==> src/pkg/fcs_pkg.sv <==
`default_nettype none
package fcs_pkg;
  // register offsets on the plain register port
  localparam logic [7:0] FCS_OFF_CLKDIV = 8'h00;
  localparam logic [7:0] FCS_OFF_CONFIG = 8'h01;
  localparam logic [7:0] FCS_OFF_PROT   = 8'h02;
  localparam logic [7:0] FCS_OFF_STATUS = 8'h03;
  localparam logic [7:0] FCS_OFF_CMD    = 8'h04;
  // field positions
  localparam int FCS_DIV_LOADED = 7;
  localparam int FCS_DIV_PRE8   = 6;
  localparam int FCS_CFG_COMPLETE_IRQ_ENABLE   = 7;
  localparam int FCS_CFG_BUFFER_EMPTY_IRQ_ENABLE  = 6;
  localparam int FCS_PROT_OPEN  = 2;
  localparam int FCS_PROT_HDIS  = 1;
  localparam int FCS_PROT_LDIS  = 0;
  localparam int FCS_ST_BUFFER_EMPTY_FLAG   = 7;
  localparam int FCS_ST_COMMAND_COMPLETE_FLAG    = 6;
  localparam int FCS_ST_PROTECTION_VIOLATION_FLAG   = 5;
  localparam int FCS_ST_ACCESS_ERROR_FLAG  = 4;
  localparam int FCS_ST_BLANK   = 2;
  // reset values
  localparam logic [6:0] FCS_DIV_RST  = 7'h00;
  localparam logic [7:0] FCS_CFG_RST  = 8'h00;
  localparam logic [2:0] FCS_PROT_RST = 3'h0;
  // command codes
  localparam logic [7:0] FCS_CMD_VERIFY = 8'h05;
  localparam logic [7:0] FCS_CMD_PROG   = 8'h20;
  localparam logic [7:0] FCS_CMD_SECTOR = 8'h40;
  localparam logic [7:0] FCS_CMD_MASS   = 8'h41;
  // address map of the array windows and protected regions
  localparam logic [1:0]  FCS_WIN_PAGED   = 2'h2;
  localparam logic [1:0]  FCS_WIN_NONE    = 2'h0;
  localparam logic [3:0]  FCS_PAGE_HI     = 4'h3;
  localparam logic [15:0] FCS_SECTOR_MASK = 16'hfe00;
  localparam logic [15:0] FCS_LOW_TOP     = 16'h4800;
  localparam logic [15:0] FCS_HIGH_BASE   = 16'hf800;
  // operation lengths: each runs one timing-clock tick more than its count
  localparam logic [15:0] FCS_PROG_TICKS   = 16'h0006;
  localparam logic [15:0] FCS_SECTOR_TICKS = 16'h0020;
  localparam logic [15:0] FCS_MASS_TICKS   = 16'h0040;
  localparam logic [15:0] FCS_VERIFY_TICKS = 16'h0004;
  typedef enum logic [1:0] {FCS_IDLE, FCS_WORD, FCS_CMD} fcs_seq_t;
endpackage : fcs_pkg
`default_nettype wire

==> src/verilog/fcs_sequencer.sv <==
`timescale 1ns/100ps
`default_nettype none
module fcs_sequencer #(
  parameter int NB = 4
) (
  input  wire logic        clk,
  input  wire logic        resetn,
  input  wire logic [7:0]  reg_addr,
  input  wire logic [7:0]  reg_wdata,
  input  wire logic        reg_wr,
  input  wire logic        reg_rd,
  output logic      [7:0]  reg_rdata,
  input  wire logic        arr_wr,
  input  wire logic [15:0] arr_addr,
  input  wire logic [15:0] arr_wdata,
  input  wire logic        arr_byte,
  input  wire logic [7:0]  page_select_register,
  input  wire logic        user_mode,
  input  wire logic        secure,
  input  wire logic        untrusted_src,
  input  wire logic        stop_mode,
  input  wire logic        wait_mode,
  input  wire logic        array_erased,
  output logic             hv_on,
  output logic             exec_busy,
  output logic      [7:0]  exec_cmd,
  output logic      [15:0] exec_addr,
  output logic      [15:0] exec_data,
  output logic [$clog2(NB)-1:0] exec_bank,
  output logic             irq_req
);
  import fcs_pkg::*;
  localparam int BW = $clog2(NB);

  function automatic logic cmd_valid(input logic [7:0] c);
    cmd_valid = (c == FCS_CMD_VERIFY) || (c == FCS_CMD_PROG) ||
                (c == FCS_CMD_SECTOR) || (c == FCS_CMD_MASS);
  endfunction : cmd_valid

  function automatic logic [15:0] cmd_ticks(input logic [7:0] c);
    unique case (c)
      FCS_CMD_PROG:   cmd_ticks = FCS_PROG_TICKS;
      FCS_CMD_SECTOR: cmd_ticks = FCS_SECTOR_TICKS;
      FCS_CMD_MASS:   cmd_ticks = FCS_MASS_TICKS;
      default:        cmd_ticks = FCS_VERIFY_TICKS;
    endcase
  endfunction : cmd_ticks

  logic [6:0]    div_reg;
  logic          div_loaded_reg;
  logic          complete_irq_enable_reg;
  logic          buffer_empty_irq_enable_reg;
  logic [BW-1:0] bank_reg;
  logic          ldis_reg;
  logic          hdis_reg;
  logic          popen_reg;
  fcs_seq_t      seq_reg;
  fcs_seq_t      seq_next;
  logic [BW-1:0] seq_bank_reg;
  logic [15:0]   buf_addr_reg;
  logic [15:0]   buf_data_reg;
  logic [7:0]    buf_cmd_reg;
  logic          pend_v_reg;
  logic [7:0]    pend_cmd_reg;
  logic [15:0]   pend_addr_reg;
  logic [15:0]   pend_data_reg;
  logic [BW-1:0] pend_bank_reg;
  logic [15:0]   act_cnt_reg;
  logic          command_complete_flag_reg;
  logic [NB-1:0] access_error_flag_reg;
  logic [NB-1:0] protection_violation_flag_reg;
  logic [NB-1:0] blank_reg;
  logic [2:0]    pre_reg;
  logic [5:0]    tick_cnt_reg;
  logic          tick;
  logic          acc_set;
  logic          pv_set;
  logic          launch;
  logic          take_word;
  logic          take_cmd;
  logic          win_ok;
  logic          page_ok;
  logic          locked;
  logic          act_done;
  logic          act_free;
  logic          stop_abort;
  logic          st_wr;
  logic [BW-1:0] err_bank;
  logic [15:0]   eff_addr;
  logic          prot_hit;

  assign st_wr    = reg_wr && (reg_addr == FCS_OFF_STATUS);
  assign win_ok   = arr_addr[15:14] != FCS_WIN_NONE;
  assign page_ok  = (arr_addr[15:14] == FCS_WIN_PAGED) ?
                    (page_select_register[7:4] == FCS_PAGE_HI &&
                     page_select_register[BW+1:2] == bank_reg) :
                    (bank_reg == '0);
  assign eff_addr = (arr_addr[15:14] == FCS_WIN_PAGED) ?
                    {page_select_register[1:0], arr_addr[13:0]} : arr_addr;
  assign locked   = (|access_error_flag_reg) || (|protection_violation_flag_reg);
  assign err_bank = (seq_reg == FCS_IDLE) ? bank_reg : seq_bank_reg;
  assign act_done = exec_busy && tick && (act_cnt_reg == 16'h0000);
  assign act_free = !exec_busy || act_done;
  // stop kills whatever is in flight, pending included
  assign stop_abort = stop_mode && (exec_busy || pend_v_reg);

  always_comb begin
    if (buf_addr_reg < FCS_LOW_TOP)
      prot_hit = !ldis_reg;
    else if (buf_addr_reg >= FCS_HIGH_BASE)
      prot_hit = !hdis_reg;
    else
      prot_hit = !popen_reg;
  end

  // command state machine; reads never enter it
  always_comb begin
    seq_next  = seq_reg;
    acc_set   = 1'b0;
    pv_set    = 1'b0;
    launch    = 1'b0;
    take_word = 1'b0;
    take_cmd  = 1'b0;
    if (arr_wr && win_ok) begin
      if (seq_reg != FCS_IDLE || !div_loaded_reg || !page_ok || arr_byte ||
          arr_addr[0] || pend_v_reg)
        acc_set = 1'b1;
      else begin
        take_word = 1'b1;
        seq_next  = FCS_WORD;
      end
    end else if (reg_wr && seq_reg == FCS_WORD) begin
      if (reg_addr != FCS_OFF_CMD)
        acc_set = 1'b1;
      else if (user_mode && !cmd_valid(reg_wdata))
        acc_set = 1'b1;
      else if (secure && untrusted_src && reg_wdata != FCS_CMD_MASS &&
               reg_wdata != FCS_CMD_VERIFY)
        acc_set = 1'b1;
      else begin
        take_cmd = 1'b1;
        seq_next = FCS_CMD;
      end
    end else if (reg_wr && seq_reg == FCS_CMD) begin
      if (!st_wr || !reg_wdata[FCS_ST_BUFFER_EMPTY_FLAG])
        acc_set = 1'b1;
      else if (buf_cmd_reg == FCS_CMD_MASS && !(ldis_reg && hdis_reg && popen_reg))
        pv_set = 1'b1;
      else if ((buf_cmd_reg == FCS_CMD_PROG || buf_cmd_reg == FCS_CMD_SECTOR) && prot_hit)
        pv_set = 1'b1;
      else if (!locked && !stop_mode) begin
        launch   = 1'b1;
        seq_next = FCS_IDLE;
      end
    end
    if (acc_set || pv_set)
      seq_next = FCS_IDLE;
  end

  always_ff @(posedge clk or negedge resetn) begin
    if (!resetn) begin
      seq_reg      <= FCS_IDLE;
      seq_bank_reg <= '0;
      buf_addr_reg <= 16'h0000;
      buf_data_reg <= 16'h0000;
      buf_cmd_reg  <= 8'h00;
    end else begin
      seq_reg <= stop_mode ? FCS_IDLE : seq_next;
      if (take_word) begin
        seq_bank_reg <= bank_reg;
        buf_addr_reg <= eff_addr;
        buf_data_reg <= arr_wdata;
      end
      if (take_cmd)
        buf_cmd_reg <= reg_wdata;
    end
  end

  // software-written configuration
  always_ff @(posedge clk or negedge resetn) begin
    if (!resetn) begin
      div_reg        <= FCS_DIV_RST;
      div_loaded_reg <= 1'b0;
      complete_irq_enable_reg       <= FCS_CFG_RST[FCS_CFG_COMPLETE_IRQ_ENABLE];
      buffer_empty_irq_enable_reg      <= FCS_CFG_RST[FCS_CFG_BUFFER_EMPTY_IRQ_ENABLE];
      bank_reg       <= '0;
      ldis_reg       <= FCS_PROT_RST[FCS_PROT_LDIS];
      hdis_reg       <= FCS_PROT_RST[FCS_PROT_HDIS];
      popen_reg      <= FCS_PROT_RST[FCS_PROT_OPEN];
    end else if (reg_wr && seq_reg == FCS_IDLE) begin
      if (reg_addr == FCS_OFF_CLKDIV) begin
        div_reg        <= reg_wdata[6:0];
        div_loaded_reg <= 1'b1;
      end
      if (reg_addr == FCS_OFF_CONFIG) begin
        complete_irq_enable_reg  <= reg_wdata[FCS_CFG_COMPLETE_IRQ_ENABLE];
        buffer_empty_irq_enable_reg <= reg_wdata[FCS_CFG_BUFFER_EMPTY_IRQ_ENABLE];
        bank_reg  <= reg_wdata[BW-1:0];
      end
      if (reg_addr == FCS_OFF_PROT) begin
        ldis_reg  <= reg_wdata[FCS_PROT_LDIS];
        hdis_reg  <= reg_wdata[FCS_PROT_HDIS];
        popen_reg <= reg_wdata[FCS_PROT_OPEN];
      end
    end
  end

  // timing clock: divide by div+1, optionally by 8 more; frozen in stop
  always_ff @(posedge clk or negedge resetn) begin
    if (!resetn) begin
      pre_reg      <= 3'h0;
      tick_cnt_reg <= 6'h00;
    end else if (!stop_mode && div_loaded_reg) begin
      pre_reg <= pre_reg + 3'h1;
      if (!div_reg[FCS_DIV_PRE8] || pre_reg == 3'h7)
        tick_cnt_reg <= tick ? 6'h00 : tick_cnt_reg + 6'h01;
    end
  end
  assign tick = !stop_mode && div_loaded_reg && (tick_cnt_reg == div_reg[5:0]) &&
                (!div_reg[FCS_DIV_PRE8] || pre_reg == 3'h7);

  // two-stage buffer: pending slot feeds the executing slot; wait mode changes nothing
  always_ff @(posedge clk or negedge resetn) begin
    if (!resetn) begin
      pend_v_reg    <= 1'b0;
      pend_cmd_reg  <= 8'h00;
      pend_addr_reg <= 16'h0000;
      pend_data_reg <= 16'h0000;
      pend_bank_reg <= '0;
    end else if (stop_abort) begin
      pend_v_reg <= 1'b0;
    end else if (launch) begin
      pend_v_reg    <= 1'b1;
      pend_cmd_reg  <= buf_cmd_reg;
      pend_bank_reg <= seq_bank_reg;
      pend_addr_reg <= (buf_cmd_reg == FCS_CMD_SECTOR) ?
                       (buf_addr_reg & FCS_SECTOR_MASK) : buf_addr_reg;
      pend_data_reg <= (buf_cmd_reg == FCS_CMD_PROG) ? buf_data_reg : 16'h0000;
    end else if (pend_v_reg && act_free) begin
      pend_v_reg <= 1'b0;
    end
  end

  always_ff @(posedge clk or negedge resetn) begin
    if (!resetn) begin
      exec_busy   <= 1'b0;
      exec_cmd    <= 8'h00;
      exec_addr   <= 16'h0000;
      exec_data   <= 16'h0000;
      exec_bank   <= '0;
      act_cnt_reg <= 16'h0000;
    end else if (stop_abort) begin
      exec_busy <= 1'b0;
    end else if (act_free) begin
      exec_busy <= pend_v_reg;
      if (pend_v_reg) begin
        exec_cmd    <= pend_cmd_reg;
        exec_addr   <= pend_addr_reg;
        exec_data   <= pend_data_reg;
        exec_bank   <= pend_bank_reg;
        act_cnt_reg <= cmd_ticks(pend_cmd_reg);
      end
    end else if (tick) begin
      act_cnt_reg <= act_cnt_reg - 16'h0001;
    end
  end

  always_ff @(posedge clk or negedge resetn) begin
    if (!resetn)
      command_complete_flag_reg <= 1'b1;
    else if (launch)
      command_complete_flag_reg <= 1'b0;
    else if (stop_abort)
      command_complete_flag_reg <= 1'b1;
    else if (act_done && !pend_v_reg)
      command_complete_flag_reg <= 1'b1;
  end

  // per-bank sticky flags; a set in the clearing cycle wins
  for (genvar b = 0; b < NB; b++) begin : g_bank
    logic clr_sel;
    assign clr_sel = st_wr && (bank_reg == BW'(b));
    always_ff @(posedge clk or negedge resetn) begin
      if (!resetn) begin
        access_error_flag_reg[b] <= 1'b0;
        protection_violation_flag_reg[b]  <= 1'b0;
        blank_reg[b]  <= 1'b0;
      end else begin
        access_error_flag_reg[b] <= (access_error_flag_reg[b] && !(clr_sel && reg_wdata[FCS_ST_ACCESS_ERROR_FLAG])) ||
                         (acc_set && err_bank == BW'(b)) ||
                         (stop_abort && exec_busy && exec_bank == BW'(b)) ||
                         (stop_abort && pend_v_reg && pend_bank_reg == BW'(b));
        protection_violation_flag_reg[b]  <= (protection_violation_flag_reg[b] && !(clr_sel && reg_wdata[FCS_ST_PROTECTION_VIOLATION_FLAG])) ||
                         (pv_set && err_bank == BW'(b));
        if (act_done && exec_cmd == FCS_CMD_VERIFY && exec_bank == BW'(b))
          blank_reg[b] <= array_erased;
        else if (launch && seq_bank_reg == BW'(b))
          blank_reg[b] <= 1'b0;
      end
    end
  end

  // shared buffer, so buffer-empty and complete read alike in every bank
  always_ff @(posedge clk or negedge resetn) begin
    if (!resetn) begin
      hv_on     <= 1'b0;
      irq_req   <= 1'b0;
      reg_rdata <= 8'h00;
    end else begin
      hv_on   <= exec_busy && !stop_mode;
      irq_req <= (buffer_empty_irq_enable_reg && !pend_v_reg) || (complete_irq_enable_reg && command_complete_flag_reg);
      reg_rdata <= 8'h00;
      if (reg_rd) begin
        unique case (reg_addr)
          FCS_OFF_CLKDIV: reg_rdata <= {div_loaded_reg, div_reg};
          FCS_OFF_CONFIG: reg_rdata <= {complete_irq_enable_reg, buffer_empty_irq_enable_reg, 6'(bank_reg)};
          FCS_OFF_PROT:   reg_rdata <= {5'h00, popen_reg, hdis_reg, ldis_reg};
          FCS_OFF_STATUS: reg_rdata <= {!pend_v_reg, command_complete_flag_reg, protection_violation_flag_reg[bank_reg],
                                        access_error_flag_reg[bank_reg], 1'b0, blank_reg[bank_reg], 2'h0};
          FCS_OFF_CMD:    reg_rdata <= buf_cmd_reg;
          default:        reg_rdata <= 8'h00;
        endcase
      end
    end
  end

  launch_command_complete_flag_a: assert property (@(posedge clk) disable iff (!resetn)
    launch |=> !command_complete_flag_reg && pend_v_reg) else $error("launch did not clear complete");
  command_complete_flag_idle_a: assert property (@(posedge clk) disable iff (!resetn)
    $rose(command_complete_flag_reg) |-> !exec_busy && !pend_v_reg) else $error("complete set while busy");
  lock_launch_a: assert property (@(posedge clk) disable iff (!resetn)
    $rose(pend_v_reg) |-> !$past(locked)) else $error("launch while locked");
  div_first_a: assert property (@(posedge clk) disable iff (!resetn)
    arr_wr && win_ok && !div_loaded_reg |=> seq_reg == FCS_IDLE && access_error_flag_reg != '0)
    else $error("array write before divider load accepted");
  zero_abort_a: assert property (@(posedge clk) disable iff (!resetn)
    st_wr && !reg_wdata[FCS_ST_BUFFER_EMPTY_FLAG] && seq_reg != FCS_IDLE |=> seq_reg == FCS_IDLE && access_error_flag_reg != '0)
    else $error("zero to buffer-empty did not abort");
  sector_mask_a: assert property (@(posedge clk) disable iff (!resetn)
    exec_busy && exec_cmd == FCS_CMD_SECTOR |-> exec_addr[8:0] == 9'h000) else $error("sector bits kept");
  erase_data_a: assert property (@(posedge clk) disable iff (!resetn)
    exec_busy && exec_cmd != FCS_CMD_PROG |-> exec_data == 16'h0000) else $error("erase data kept");
  stop_abort_a: assert property (@(posedge clk) disable iff (!resetn)
    stop_abort |=> !exec_busy && !pend_v_reg && command_complete_flag_reg ##1 !hv_on) else $error("stop did not abort");
  w1c_error_a: assert property (@(posedge clk) disable iff (!resetn)
    $fell(access_error_flag_reg[0]) |-> $past(st_wr) && $past(reg_wdata[FCS_ST_ACCESS_ERROR_FLAG]) && $past(bank_reg) == '0)
    else $error("error flag self-cleared");
  bad_cmd_a: assert property (@(posedge clk) disable iff (!resetn)
    reg_wr && reg_addr == FCS_OFF_CMD && seq_reg == FCS_WORD && user_mode && !cmd_valid(reg_wdata)
    |=> seq_reg == FCS_IDLE) else $error("invalid command accepted");
  pipe_cov: cover property (@(posedge clk) disable iff (!resetn) exec_busy && pend_v_reg);
  stop_cov: cover property (@(posedge clk) disable iff (!resetn) stop_abort);
  blank_cov: cover property (@(posedge clk) disable iff (!resetn) $rose(blank_reg[0]));
endmodule : fcs_sequencer
`default_nettype wire
==> config.mk <==
export PLATFORM = sky130hd
export DESIGN_NAME = fcs_sequencer
export DESIGN_NICKNAME = d
export VERILOG_FILES = /design/src/pkg/fcs_pkg.sv /design/src/verilog/fcs_sequencer.sv
export SDC_FILE = /design/constraint.sdc
export NUM_CORES = 1
export LEC_CHECK = 0
export ABC_CLOCK_PERIOD_IN_PS = 2600
export BUFFER_PORTS_ARGS = -buffer_cell sky130_fd_sc_hd__buf_2
export CORE_ASPECT_RATIO = 1.25
export CORE_MARGIN = 4
export CORE_UTILIZATION = 39
export CTS_BUF_LIST = sky130_fd_sc_hd__clkbuf_16
export DETAILED_ROUTE_END_ITERATION = 7
export PLACE_DENSITY_LB_ADDON = 0.08
export SLEW_MARGIN = 30
export SYNTH_ARGS = -nofsm -noshare
export SYNTH_HDL_FRONTEND = slang
export SYNTH_SLANG_ARGS = --single-unit
==> constraint.sdc <==
create_clock -name clk -period 2.6 [get_ports clk]
set_clock_uncertainty 0.15 [all_clocks]
set_input_delay 0 -clock clk [delete_from_list [all_inputs] [get_ports clk]]
set_output_delay 0 -clock clk [all_outputs]
set_load 0.005 [all_outputs]
==> impl_metrics.csv <==
group,metric,value,unit
critical_path,rr_startpoint,"buf_cmd_reg[4]",
cells_and_area,fillerInstances,2041,
pwr,p_sw_frac,0.2595,
grt,antenna_found_initial,0,
worst_hold_path,min_path_type,"input pin to asynchronous set/reset pin",
logic_synthesis,synthCells,830,
logic_synthesis,async_flop_share,1.000,
sta,tightestPinTransition,0.6535,ns
placement,place_area,0.01010,mm²
routing,via_per_inst,5.143,
sta,finalSetupViolCount,2,
floorplanning,die_y,175.4,µm
critical_path,r2r_end,"pend_cmd_reg[7]",
cts,cts-root-buf,"clkbuf_16",
logic_synthesis,yosysWarnings,0,
pwr,combPwrFrac,0.083,
cts,cts_tree,"built",
routing,drt_wl_total,24150,µm
placement,dp_hpwl,17290,µm
logic_synthesis,synth_cell_type_count,69,
run_status,violations,"setup timing",
logic_synthesis,syn_area_per_cell,10.54,µm²
placement,port_buffers,119,
cts,cts.path.max_buffers,2,
grt,gr-total-overflow,0,
logic_synthesis,seq_area_frac_synth,0.5524,
pwr,pwr-share-seq,0.510,
routing,route.vias.total,6912,
grt,met1_usage,0.2662,
floorplanning,die_w,141.9,µm
cts,ctsHtreeMaxLevel,4,
cts,numCtsBuffers,17,
placement,place_congestion,0.8334,
cells_and_area,final_util,0.5149,
floorplanning,core,0.02213,mm²
logic_synthesis,syn_nets,902,
critical_path,start_kind,"register",
routing,ant_nets,0,
grt,grt_pass1_vias,7051,
sta,rsz0062_at_grt,"true",
cells_and_area,final_cell_mix,"nand2_1, dfrtp_1, buf_2",
logic_synthesis,synth-edff-count,0,
cts,clk_pin_slew_worst_paths,0.07,ns
sta,postLayoutSetupSlackWorst,-0.006144,ns
pwr,power_density,551.8,mW/mm²
logic_synthesis,ys.flop_type,"dfrtp_1",
sta,holdWs,0.01367,ns
sta,hold_viol_final,0,
cells_and_area,layout_commonest_cell,"nand2_1",
sta,period_share,1.002,
cts,cts.sinks,193,
run,cap_violations,0,
cells_and_area,nets,1120,
sta,fmax,0.3837,GHz
routing,drcViolationCount,0,
pwr,power.leakage,5.539,nW
cts,clkLatencyLatePin,0.43,ns
floorplanning,io_pins,121,
critical_path,ff2ff_path_depth,6,
pwr,internal-power,0.004657,W
cells_and_area,area_growth,30.31,%
pwr,p_total,0.006290,W
grt,grt_use_met3,0.02614,
grt,met2_usage,0.3362,
critical_path,cp-end-kind,"register",
routing,first_pass_iters,5,
floorplanning,die-area,0.02490,mm²
grt,grt_max_degree,77,
grt,grt_util_all_layers,0.1992,
sta,drv_slew,0,
critical_path,arrival,2.77,ns
pwr,p_sw,0.001632,W
routing,drt_iter0_markers,378,
cells_and_area,drive_gt1_frac,0.2959,
routing,post_drt_wl_per_cell,17.97,µm
grt,top_usage_layer,"met2",
critical_path,worst-setup-path-type,"register to register",
pwr,p_clk_frac,0.407,
critical_path,crit_required,2.76,ns
grt,grt_pass1_wl,38850,µm
floorplanning,rows,61,
sta,post-route-min-period,2.606,ns
run_status,outcome,"finished, violations left",
logic_synthesis,synth_seq_cells,193,
sta,slew_headroom,0.5643,
pwr,irDropWorstVdd,0.0004546,V
critical_path,rrSetupSlack,-0.006,ns
floorplanning,initial_core_util,0.3951,
logic_synthesis,netlist_area,0.008746,mm²
critical_path,worstPathMaxFanout,8,
cells_and_area,num_antenna_cells,0,
cells_and_area,finalInstanceArea,0.01140,mm²
## cell usage after synthesis, types with 6 or more instances
cell / instances / area (µm²)
nor4_1: 8 / 50.05
buf_2: 9 / 45.04
clkbuf_1: 25 / 93.84
mux2i_1: 10 / 100.1
or3_1: 6 / 37.54
nor2_1: 34 / 127.6
nor2b_1: 13 / 81.33
nand3_1: 13 / 65.06
dfrtp_1: 192 / 4805
or4_1: 9 / 67.56
o211ai_1: 7 / 52.55
nor3_1: 16 / 80.08
o31ai_1: 6 / 45.04
mux2_1: 16 / 180.2
xnor2_1: 12 / 105.1
a21oi_1: 13 / 65.06
o21ai_0: 22 / 110.1
inv_1: 9 / 33.78
xor2_1: 7 / 61.31
nor4b_1: 6 / 52.55
nand4_1: 16 / 100.1
o21ai_1: 39 / 195.2
nand2_1: 198 / 743.2
mux2_2: 57 / 641.9
nand2b_1: 11 / 68.82
## kinds of logic (layout without fill, tap and decap cells)
group | after synthesis | in the layout | share of synthesized area
mux | 86 | 86 | 0.1132
buf+inv | 48 | 279 | 0.02446
fa+ha+maj | 4 | 4 | 0.005723
simple gates | 358 | 358 | 0.1969
flops | 193 | 193 | 0.5524
compound gates | 122 | 122 | 0.08842
xor+xnor | 19 | 19 | 0.01903
## worst max path at each step
stage,depth (start not counted),end,slack (ns),startpoint
2_1_floorplan,7,pend_bank_reg[1],0.05,buf_cmd_reg[4]
3_3_place_gp,6,pend_addr_reg[12],0.04,buf_cmd_reg[4]
3_5_place_dp,6,pend_cmd_reg[7],0.001,buf_cmd_reg[4]
4_1_cts,6,pend_addr_reg[9],-0.003,buf_cmd_reg[4]
5_1_grt,6,seq_reg[0],-0.1,buf_cmd_reg[4]
6_report,6,pend_cmd_reg[7],-0.006,buf_cmd_reg[4]
## metal layers
metal  wire [µm]  share of wire
met2       12250           0.51
met1       10730           0.44
met5           0              0
met3         707          0.029
met4         457          0.019
## per-stage QoR
step / std cells / setup WS, ns / TNS [ns]
2_1_floorplan: 830 / 0.05113 / 0
3_3_place_gp: 1255 / 0.04457 / 0
3_5_place_dp: 1255 / 0.001245 / 0
4_1_cts: 1338 / -0.002648 / -0.003764
5_1_grt: 1344 / -0.09679 / -1.169
6_report: 1344 / -0.006144 / -0.006221
## power by group through the flow
stage / Sequential [W] / Clock (W) / Combinational, W
2_1_floorplan: 0.00324 / 0 / 0.000238
3_3_place_gp: 0.00326 / 0 / 0.000466
3_5_place_dp: 0.00326 / 0 / 0.000475
4_1_cts: 0.00321 / 0.00264 / 0.000531
5_1_grt: 0.00322 / 0.00276 / 0.000589
6_report: 0.00320 / 0.00256 / 0.000524
## cell type report
cell class              count  area, µm²  area share
flip-flops and latches    193       4831      0.4239
inverters                   9      33.78    0.002964
clock inverters            15      147.6     0.01295
clock buffers              17      425.4     0.03733
well taps                 283      354.1     0.03107
multi-input cells         589       3812      0.3345
repair buffers            238       1793      0.1573
## critical path: stages, from the launching register on
cell	delay (ns)
dfrtp_1	0.39
or4_4	0.53
or4_4	0.51
nor4_4	0.21
a211o_4	0.22
clkbuf_16	0.18
mux2_4	0.30
## repair_timing
item	CTS	global route
endpoints found under the hold margin	270	0
gates resized for setup	1	28
endpoints found under the setup margin	5	58
pin swaps	1	0
buffers inserted	0	3
cloned	0	3
hold buffers	51	0
No activity file was read; power rests on OpenSTA's default activity.
